**src/include/orf_defines.svh**
```systemverilog
// Purpose: Constants of the fuse-backed settings block
// Assumes: 100 MHz core clock
// Notes:   Offsets are register addresses on the serial link
`ifndef ORF_DEFINES_SVH
`define ORF_DEFINES_SVH

`define ORF_CLK_MHZ         100
`define ORF_BURN_TIME_NS    10000
`define ORF_BURN_CYCLES     ((`ORF_BURN_TIME_NS * `ORF_CLK_MHZ + 999) / 1000)

`define ORF_ADDR_ZERO_HIGH  4'h4
`define ORF_ADDR_ZERO_LOW   4'h5
`define ORF_ADDR_BURN_SEL   4'h9

`define ORF_CMD_READ        4'h1
`define ORF_CMD_WRITE       4'h2

`define ORF_REG_RESET       8'h00
`define ORF_FRAME_BITS      5'h10
`define ORF_BYTE_BITS       5'h08
`define ORF_ZERO_LSB        4

`define ORF_ABZ_HALF_TURN   10'h200

`endif

```
**src/include/orf_pkg.sv**
```systemverilog
// Purpose: Types of the fuse-backed settings block
// Assumes: Nothing
// Notes:   Constants live in orf_defines.svh
`default_nettype none

package orf_pkg;

  typedef enum logic [1:0] {
    ORF_ST_LOAD = 2'b00,
    ORF_ST_RUN  = 2'b01,
    ORF_ST_BURN = 2'b11
  } orf_state_e;

  // Image delivered by the fuse array
  typedef struct packed {
    logic [1:0] burned;   // [0] zero high, [1] zero low
    logic [7:0] data_high;
    logic [7:0] data_low;
  } orf_fuse_img_s;

  // Programming request towards the fuse array
  typedef struct packed {
    logic       enable;
    logic [3:0] addr;
    logic [7:0] data;
  } orf_fuse_prog_s;

  typedef struct packed {
    logic a;
    logic b;
    logic z;
  } orf_abz_s;

endpackage

`default_nettype wire

```
**src/logic/orf_top.sv**
```systemverilog
// Purpose: Serial settings registers with one-time fuse storage
// Assumes: Serial link mode 0, link pins asynchronous to core clock
// Notes:   Fuse array supplies image and burned flags at reset release
//
// What this block does
// - Select bit n burns register n into fuses
// - Burned value reloads at every power-up
// - Writes to burned registers are ignored
// - Unburned registers work from written values
// - Zero position is twelve bits per turn
// - Register 4 holds zero position top eight
// - Register 5 low nibble holds bottom four
// - Read answers angle byte then register byte
// - Reversal with channels differing adds one edge
// - Reversal with equal channels adds no edge
// - Write frame is 0010, address, value
// - Read frame is 0001, address, don't-care
// - Start-up copies fuses, else zero
`include "orf_defines.svh"
`default_nettype none

module orf_top #(
  parameter int BURN_CYCLES = `ORF_BURN_CYCLES
) (
  input  wire logic                   i_core_clk,
  input  wire logic                   i_reset_n,
  input  wire logic                   i_clk_en,
  input  wire logic [15:0]            i_angle,
  input  wire logic                   i_spi_sclk,
  input  wire logic                   i_spi_cs_n,
  input  wire logic                   i_spi_mosi,
  input  wire logic                   i_fuse_program_supply_pin,
  input  wire orf_pkg::orf_fuse_img_s i_fuse_img,
  output var  logic                   o_spi_miso,
  output var  logic                   o_spi_miso_oe,
  output var  orf_pkg::orf_fuse_prog_s o_fuse_prog,
  output var  orf_pkg::orf_abz_s      o_abz
);
  import orf_pkg::*;

  // Burn counter is 16 bits wide and needs at least one cycle
  if (BURN_CYCLES < 1 || BURN_CYCLES > 65535) begin : g_bad_burn
    $error("BURN_CYCLES out of range");
  end

  ////////////////////////////////////////////////////////////////////////
  // Pin synchronisers: sclk, cs_n, mosi, supply
  logic [3:0] pin_raw;
  logic [3:0] sync1_q;
  logic [3:0] sync2_q;
  logic [3:0] sync3_q;
  logic [3:0] lvl_q;
  logic [3:0] lvl_d;

  assign pin_raw = {i_fuse_program_supply_pin, i_spi_mosi, i_spi_cs_n,
                    i_spi_sclk};

  genvar gi;
  generate
    for (gi = 0; gi < 4; gi++) begin : g_sync
      always_comb begin
        lvl_d[gi] = (sync2_q[gi] == sync3_q[gi]) ? sync3_q[gi] : lvl_q[gi];
      end
      always_ff @(posedge i_core_clk or negedge i_reset_n) begin
        if (!i_reset_n) begin
          // Select starts at its idle level: no false frame after reset
          sync1_q[gi] <= (gi == 1);
          sync2_q[gi] <= (gi == 1);
          sync3_q[gi] <= (gi == 1);
          lvl_q[gi]   <= (gi == 1);
        end else if (i_clk_en) begin
          sync1_q[gi] <= pin_raw[gi];
          sync2_q[gi] <= sync1_q[gi];
          sync3_q[gi] <= sync2_q[gi];
          lvl_q[gi]   <= lvl_d[gi];
        end
      end
    end
  endgenerate

  logic sclk_rise;
  logic sclk_fall;
  logic cs_fall;
  logic cs_active;
  logic supply_on;

  always_comb begin
    sclk_rise = lvl_d[0] & ~lvl_q[0];
    sclk_fall = ~lvl_d[0] & lvl_q[0];
    cs_fall   = ~lvl_d[1] & lvl_q[1];
    cs_active = ~lvl_q[1];
    supply_on = lvl_q[3];
  end

  ////////////////////////////////////////////////////////////////////////
  // Settings, lock flags, burn sequencer and serial frame
  orf_state_e     st_q;
  orf_state_e     st_d;
  logic [7:0]     zero_high_q;
  logic [7:0]     zero_high_d;
  logic [7:0]     zero_low_q;
  logic [7:0]     zero_low_d;
  logic [1:0]     lock_q;
  logic [1:0]     lock_d;
  logic [7:0]     burn_sel_q;
  logic [7:0]     burn_sel_d;
  logic [15:0]    burn_cnt_q;
  logic [15:0]    burn_cnt_d;
  orf_fuse_prog_s prog_q;
  orf_fuse_prog_s prog_d;
  logic [15:0]    rx_q;
  logic [15:0]    rx_d;
  logic [15:0]    tx_q;
  logic [15:0]    tx_d;
  logic [4:0]     rise_cnt_q;
  logic [4:0]     rise_cnt_d;
  logic [4:0]     fall_cnt_q;
  logic [4:0]     fall_cnt_d;
  logic           miso_q;
  logic           miso_d;
  logic           miso_oe_q;
  logic           miso_oe_d;
  logic [15:0]    angle_out;
  logic [11:0]    zero_pos;
  logic [7:0]     rd_data;
  logic [3:0]     burn_idx;
  logic           burn_onehot;

  always_comb begin
    zero_pos  = {zero_high_q, zero_low_q[3:0]};
    angle_out = i_angle - {zero_pos, 4'h0};
    unique case (rx_d[3:0])
      `ORF_ADDR_ZERO_HIGH: rd_data = zero_high_q;
      `ORF_ADDR_ZERO_LOW:  rd_data = zero_low_q;
      default:             rd_data = `ORF_REG_RESET;
    endcase
    burn_onehot = (burn_sel_q != 8'h00) &&
                  ((burn_sel_q & (burn_sel_q - 8'h01)) == 8'h00);
    burn_idx = 4'h0;
    for (int i = 0; i < 8; i++) begin
      if (burn_sel_q[i]) begin
        burn_idx = 4'(i);
      end
    end
  end

  always_comb begin
    st_d        = st_q;
    zero_high_d = zero_high_q;
    zero_low_d  = zero_low_q;
    lock_d      = lock_q;
    burn_sel_d  = burn_sel_q;
    burn_cnt_d  = burn_cnt_q;
    prog_d      = prog_q;
    rx_d        = rx_q;
    tx_d        = tx_q;
    rise_cnt_d  = rise_cnt_q;
    fall_cnt_d  = fall_cnt_q;
    miso_oe_d   = cs_active;
    miso_d      = miso_q;

    // Serial frame, mode 0, MSB first
    if (cs_fall) begin
      tx_d       = angle_out;
      rise_cnt_d = 5'h00;
      fall_cnt_d = 5'h00;
      miso_d     = angle_out[15];
    end else if (cs_active) begin
      if (sclk_rise && rise_cnt_q < `ORF_FRAME_BITS) begin
        rx_d       = {rx_q[14:0], lvl_q[2]};
        rise_cnt_d = rise_cnt_q + 5'h01;
        if (rise_cnt_d == `ORF_BYTE_BITS &&
            rx_d[7:4] == `ORF_CMD_READ) begin
          tx_d[7:0] = rd_data;
        end
        if (rise_cnt_d == `ORF_FRAME_BITS &&
            rx_d[15:12] == `ORF_CMD_WRITE) begin
          unique case (rx_d[11:8])
            `ORF_ADDR_ZERO_HIGH: begin
              if (!lock_q[0]) begin
                zero_high_d = rx_d[7:0];
              end
            end
            `ORF_ADDR_ZERO_LOW: begin
              if (!lock_q[1]) begin
                zero_low_d = rx_d[7:0];
              end
            end
            `ORF_ADDR_BURN_SEL: begin
              if (st_q == ORF_ST_RUN) begin
                burn_sel_d = rx_d[7:0];
              end
            end
            default: begin
            end
          endcase
        end
      end
      if (sclk_fall && fall_cnt_q < `ORF_FRAME_BITS) begin
        fall_cnt_d = fall_cnt_q + 5'h01;
        miso_d     = (fall_cnt_d < `ORF_FRAME_BITS) ?
                     tx_d[4'hF - fall_cnt_d[3:0]] : 1'b0;
      end
    end

    // Start-up load and fuse burning
    unique case (st_q)
      ORF_ST_LOAD: begin
        zero_high_d = i_fuse_img.burned[0] ? i_fuse_img.data_high
                                           : `ORF_REG_RESET;
        zero_low_d  = i_fuse_img.burned[1] ? i_fuse_img.data_low
                                           : `ORF_REG_RESET;
        lock_d      = i_fuse_img.burned;
        st_d        = ORF_ST_RUN;
      end
      ORF_ST_RUN: begin
        if (burn_sel_q != 8'h00) begin
          burn_sel_d = 8'h00;
          if (burn_onehot && supply_on &&
              ((burn_idx == `ORF_ADDR_ZERO_HIGH && !lock_q[0]) ||
               (burn_idx == `ORF_ADDR_ZERO_LOW && !lock_q[1]))) begin
            prog_d.enable = 1'b1;
            prog_d.addr   = burn_idx;
            prog_d.data   = (burn_idx == `ORF_ADDR_ZERO_HIGH) ?
                            zero_high_q : zero_low_q;
            burn_cnt_d    = 16'(BURN_CYCLES - 1);
            st_d          = ORF_ST_BURN;
          end
        end
      end
      ORF_ST_BURN: begin
        if (burn_cnt_q == 16'h0000) begin
          prog_d.enable = 1'b0;
          if (prog_q.addr == `ORF_ADDR_ZERO_HIGH) begin
            lock_d[0] = 1'b1;
          end else begin
            lock_d[1] = 1'b1;
          end
          st_d = ORF_ST_RUN;
        end else begin
          burn_cnt_d = burn_cnt_q - 16'h0001;
        end
      end
    endcase
  end

  always_ff @(posedge i_core_clk or negedge i_reset_n) begin
    if (!i_reset_n) begin
      st_q        <= ORF_ST_LOAD;
      zero_high_q <= `ORF_REG_RESET;
      zero_low_q  <= `ORF_REG_RESET;
      lock_q      <= 2'b00;
      burn_sel_q  <= 8'h00;
      burn_cnt_q  <= 16'h0000;
      prog_q      <= '0;
      rx_q        <= 16'h0000;
      tx_q        <= 16'h0000;
      rise_cnt_q  <= 5'h00;
      fall_cnt_q  <= 5'h00;
      miso_q      <= 1'b0;
      miso_oe_q   <= 1'b0;
    end else if (i_clk_en) begin
      st_q        <= st_d;
      zero_high_q <= zero_high_d;
      zero_low_q  <= zero_low_d;
      lock_q      <= lock_d;
      burn_sel_q  <= burn_sel_d;
      burn_cnt_q  <= burn_cnt_d;
      prog_q      <= prog_d;
      rx_q        <= rx_d;
      tx_q        <= tx_d;
      rise_cnt_q  <= rise_cnt_d;
      fall_cnt_q  <= fall_cnt_d;
      miso_q      <= miso_d;
      miso_oe_q   <= miso_oe_d;
    end
  end

  assign o_spi_miso    = miso_q;
  assign o_spi_miso_oe = miso_oe_q;
  assign o_fuse_prog   = prog_q;

  ////////////////////////////////////////////////////////////////////////
  // Incremental output, 1024 edges per turn
  orf_abz u_abz (
    .i_core_clk (i_core_clk),
    .i_reset_n  (i_reset_n),
    .i_clk_en   (i_clk_en),
    .i_pos      (angle_out[15:6]),
    .o_abz      (o_abz)
  );

endmodule

`default_nettype wire

```
**src/logic/orf_abz.sv**
```systemverilog
// Purpose: Quadrature A/B/Z generator from a 10-bit position
// Assumes: Position moves at most a few steps per cycle
// Notes:   Reproduces the extra edge on reversal with A and B differing
`default_nettype none

module orf_abz (
  input  wire logic              i_core_clk,
  input  wire logic              i_reset_n,
  input  wire logic              i_clk_en,
  input  wire logic [9:0]        i_pos,
  output var  orf_pkg::orf_abz_s o_abz
);
  import orf_pkg::*;

  logic [9:0] cnt_q;
  logic [9:0] cnt_d;
  logic [9:0] off_q;
  logic [9:0] off_d;
  logic       dir_up_q;
  logic       dir_up_d;
  orf_abz_s   abz_q;
  orf_abz_s   abz_d;
  logic [9:0] target;
  logic [9:0] diff;
  logic       step_up;
  logic [9:0] old_step;

  ////////////////////////////////////////////////////////////////////////
  always_comb begin
    target   = i_pos + off_q;
    diff     = target - cnt_q;
    step_up  = (diff < `ORF_ABZ_HALF_TURN);
    old_step = dir_up_q ? 10'h001 : 10'h3FF;
    cnt_d    = cnt_q;
    off_d    = off_q;
    dir_up_d = dir_up_q;
    if (diff != 10'h000) begin
      if ((step_up != dir_up_q) && cnt_q[0]) begin
        // Reversal with channels differing: one more old-way step
        cnt_d = cnt_q + old_step;
        off_d = off_q + old_step;
      end else begin
        // Same levels on reversal: plain step, no extra edge
        cnt_d = step_up ? cnt_q + 10'h001 : cnt_q - 10'h001;
      end
      dir_up_d = step_up;
    end
    abz_d.a = cnt_d[1] ^ cnt_d[0];
    abz_d.b = cnt_d[1];
    abz_d.z = (cnt_d == 10'h000);
  end

  always_ff @(posedge i_core_clk or negedge i_reset_n) begin
    if (!i_reset_n) begin
      cnt_q    <= 10'h000;
      off_q    <= 10'h000;
      dir_up_q <= 1'b1;
      abz_q    <= '0;
    end else if (i_clk_en) begin
      cnt_q    <= cnt_d;
      off_q    <= off_d;
      dir_up_q <= dir_up_d;
      abz_q    <= abz_d;
    end
  end

  assign o_abz = abz_q;

endmodule

`default_nettype wire

```
**config.mk**
```make
export PLATFORM = sky130hd
export DESIGN_NAME = orf_top
export DESIGN_NICKNAME = d
export VERILOG_FILES = /design/src/include/orf_pkg.sv /design/src/logic/orf_top.sv /design/src/logic/orf_abz.sv
export VERILOG_INCLUDE_DIRS = /design/src /design/src/include
export SDC_FILE = /design/constraint.sdc
export NUM_CORES = 1
export LEC_CHECK = 0
export ABC_AREA = 0
export ABC_CLOCK_PERIOD_IN_PS = 12800
export BUFFER_PORTS_ARGS = -buffer_cell sky130_fd_sc_hd__buf_2
export CAP_MARGIN = 10
export CORE_UTILIZATION = 65
export DETAILED_ROUTE_END_ITERATION = 12
export GPL_TIMING_DRIVEN = 1
export PLACE_DENSITY = 0.84
export SYNTH_ARGS = -nofsm -noshare
export SYNTH_HDL_FRONTEND = slang
export SYNTH_SLANG_ARGS = --single-unit
```
**constraint.sdc**
```tcl
create_clock -name i_core_clk -period 12.8 [get_ports i_core_clk]
set_clock_uncertainty 0.2 [all_clocks]
set_input_delay 1.92 -clock i_core_clk [delete_from_list [all_inputs] [get_ports i_core_clk]]
set_output_delay 1.92 -clock i_core_clk [all_outputs]
set_load 0.03 [all_outputs]
```
==> flow_summary.json <==
{
  "status": "complete, no violations",
  "timing.max_slew.rel_slack_pct": 21.9,
  "timing.final.crit_period_ps": 8150,
  "fmaxAchievable_mhz": 123,
  "cts_hold_buf": 0,
  "post-cts-setup-buffer-count": 0,
  "synthDistinctLibCells": 68,
  "worstPathArrival_ps": 8280,
  "post_cts_resized": 0,
  "fin_setup_tns_ps": 0,
  "final.fill_count": 866,
  "timing.final.ws_setup_ps": 4650,
  "maxCapViolations": 0,
  "vias": 6981,
  "synth.largest_area_cell": "sky130_fd_sc_hd__dfrtp_1",
  "syn-num-nets": 967,
  "area_of_the_placeable_core_um2": 12600,
  "post-place-ws_ps": 4330,
  "clk_pin_slew_worst_paths_ps": 60,
  "dr.first_iter.drc_count": 683,
  "route.detailed.drc": 0,
  "tritoncts": "built",
  "num-nets-final": 1019,
  "setup.worst_path.end_class": "register",
  "number_of_inserted_diodes": 0,
  "combinational_power_share_pct": 51.6,
  "global_route_wire_length_before_repair_um": 32700,
  "num_io_pins": 59,
  "clock_power_share_pct": 21.9,
  "fin_util_pct": 74.9,
  "ys_top_cells_by_area": "sky130_fd_sc_hd__dfrtp_1 (40%), sky130_fd_sc_hd__ha_1 (6.3%), sky130_fd_sc_hd__mux2_2 (5.4%)",
  "route.detailed.wl_per_inst_um": 18.4,
  "hold_ws_ps": 278,
  "yosysWarnings": 0,
  "h-tree-depth": 4,
  "crit_slowest_cell": "sky130_fd_sc_hd__fa_1",
  "synth-seq-area-share_pct": 41.5,
  "critPathMaxStageDelay_ps": 470,
  "layout-area-overhead-vs-synth_pct": 12.8,
  "clockBufferDepth": 2,
  "initial_utilization_pct": 66.4,
  "first_global_vias": 6602,
  "final_max_slew_viol_count": 0,
  "dpl.hpwl_um": 14200,
  "finish.instance_area_um2": 9410,
  "critical_path_class": "in2reg",
  "final_cell_count_no_fill": 1109,
  "placed_cell_area_um2": 8760,
  "portbufs": 57,
  "multi_input_area_um2": 4560,
  "crit_path_max_fanout": 10,
  "vdd_drop_max_uv": 271,
  "synthesis.area_per_instance_um2": 9.56,
  "p_int_mw": 1.45,
  "number_of_antenna_violations_at_the_first_check_in_global_routing": 0,
  "synth_edf_count": 0,
  "worst_skew_pair.late_latency_ps": 430,
  "rows": 41,
  "drt_pass1_iterations": 5,
  "cellPowerDensity_nw_per_um2": 263,
  "dpl.cell_count": 1077,
  "floorplan.die.height_um": 115,
  "layout_worst_path_cycle_share_pct": 63.7,
  "ff_latch_area_um2": 3460,
  "dieWidth_um": 115,
  "routed_wirelength_um": 20400,
  "critical-path-top-cell-by-count": "sky130_fd_sc_hd__a21oi_1",
  "tritoncts.num_buffers": 17,
  "post_route_cells_drive_above_1_share_pct": 16.1,
  "report.power.total_mw": 2.47,
  "gp_routability_congestion": 0.928,
  "ys_seq_elements": 138,
  "grt_start_max_net_pins": 82,
  "min_path_type": "reg2reg",
  "max_slew.worst_pin.slew_ps": 1160,
  "buffer_cell_driving_the_clock_tree_root": "sky130_fd_sc_hd__clkbuf_16",
  "detail_route.vias_per_cell": 6.29,
  "netSwitchingPower_mw": 1.02,
  "cp.required_ps": 12930,
  "grt_setup_unrepaired": "false",
  "p_seq_share_pct": 26.5,
  "yosys_top_cell_area_share_pct": 39.9,
  "p_leak_nw": 4.30,
  "syn-cell-area_um2": 8340,
  "sw_frac_of_total_pct": 41.2,
  "clkSinkCount": 138,
  "number_of_nets_with_antenna_violations_after_detailed_routing": 0,
  "global_route.usage.total_pct": 32.2,
  "synth_async_sr_flop_share_pct": 100,
  "crit_path_start_kind": "primary input",
  "gr-total-overflow": 0,
  "final-hold-violation-count": 0,
  "synthesis.instances": 872,
  "fp.dieArea_um2": 13300,
  "timing.final.setup_violations": 0,
  "ys.flop_type": "sky130_fd_sc_hd__dfrtp_1"
}
## cell families (layout without fill, tap and decap cells)
logic type / after synthesis / after routing / share of synthesized area [%]
AOI/OAI and AO/OA: 264 / 264 / 19.9
xor gates and xnor gates: 39 / 39 / 4.10
adders and majority gates: 54 / 54 / 9.18
buffers and inverters: 80 / 145 / 3.90
DFF: 138 / 138 / 41.5
muxes: 54 / 54 / 7.38
other: 1 / 1 / 0.0450
and+or+nand+nor: 242 / 242 / 14.1
## sequential cells by signal, summed over array words and instances (netlist names), 2 cells and up
register and flops:
u_abz.o_abz 2, u_abz.cnt_q 10, zero_high_q 8, o_fuse_prog 12
lvl_q 3, zero_low_q 8, fall_cnt_q 5, sync2_q 4
rx_q 15, sync1_q 4, lock_q 2, tx_q 16
rise_cnt_q 5, sync3_q 4, st_q 2, burn_cnt_q 16
burn_sel_q 8, u_abz.off_q 10
## cell type report
class	instances	share of cell area, %
Multi-Input combinational cell	654	48.5
Clock buffer	18	4.56
Clock inverter	14	2.34
Timing Repair Buffer	63	3.58
Tap cell	172	2.29
Sequential cell	138	36.8
Inverter	50	1.99
## Yosys cell counts (all sizes together), types with 3 or more instances
| cell | instances |
|---|---|
| dfstp | 5 |
| mux2 | 40 |
| dfrtp | 133 |
| or4 | 3 |
| buf | 10 |
| o31a | 3 |
| and3 | 6 |
| xor2 | 13 |
| o21bai | 6 |
| nand3 | 24 |
| and2 | 8 |
| a31oi | 7 |
| nand3b | 3 |
| a22o | 11 |
| a221oi | 13 |
| fa | 12 |
| xnor2 | 26 |
| o21a | 9 |
| o211ai | 7 |
| nor2 | 67 |
| or3 | 9 |
| nor2b | 3 |
| nor3 | 22 |
| o21ai | 78 |
| a21oi | 78 |
| o31ai | 8 |
| mux2i | 12 |
| nand4 | 3 |
| nor4b | 5 |
| a221o | 5 |
| ha | 42 |
| a22oi | 10 |
| nand2b | 5 |
| a211oi | 7 |
| nand2 | 71 |
| or3b | 3 |
| inv | 49 |
| clkbuf | 20 |
| a21o | 9 |
| nor4 | 4 |
## final timing paths
kind                       slack (ps)  cells past startpoint              end            start
max                              4650                     30   u_abz.o_abz[0]       i_angle[4]
min                               280                      1  o_fuse_prog[10]  o_fuse_prog[10]
max reg2reg                      5800                     28   u_abz.o_abz[0]    zero_low_q[0]
min reg2reg                       280                      1  o_fuse_prog[10]  o_fuse_prog[10]
max in group asynchronous        9730                      2       sync1_q[2]        i_reset_n
min in group asynchronous        1250                      1          tx_q[1]        i_reset_n
## critical path: cells and delay by family
family,cells,cell delay [ps]
and+or+nand+nor,2,260
AOI/OAI and AO/OA,17,3520
xor gates and xnor gates,2,370
adders and majority gates,5,1810
buffers and inverters,4,380
## placed cells by master (no fill, tap or decap), types with 13 or more instances in the layout
cell type                   instances
sky130_fd_sc_hd__a221oi_1          13
sky130_fd_sc_hd__a21oi_1           78
sky130_fd_sc_hd__ha_1              42
sky130_fd_sc_hd__xnor2_1           26
sky130_fd_sc_hd__nor3_1            22
sky130_fd_sc_hd__nand3_1           24
sky130_fd_sc_hd__buf_2             56
sky130_fd_sc_hd__dfrtp_1          133
sky130_fd_sc_hd__xor2_1            13
sky130_fd_sc_hd__o21ai_0           74
sky130_fd_sc_hd__nand2_1           71
sky130_fd_sc_hd__mux2_2            40
sky130_fd_sc_hd__nor2_1            67
sky130_fd_sc_hd__inv_1             49
sky130_fd_sc_hd__clkbuf_16         17
## metal layers
layer | global-route usage (%) | vias to the layer above | part of all wire (%)
met4 | 13.8 | 0 | 2.9
met5 | 0 | - | 0
met2 | 53.2 | 286 | 48
met1 | 41.4 | 3364 | 42
met3 | 6.59 | 54 | 6.3
li1 | - | 3277 | -
## power groups by stage
stage                     Clock (mW)  Combinational, mW  Sequential, mW
final                          0.542               1.27           0.656
after global routing           0.566               1.42           0.665
after CTS                      0.546               1.26           0.650
after detailed placement           0               1.25           0.655
after global placement             0               1.20           0.650
after floorplan                    0               1.02           0.618
Power figures use the tool's default switching activity.
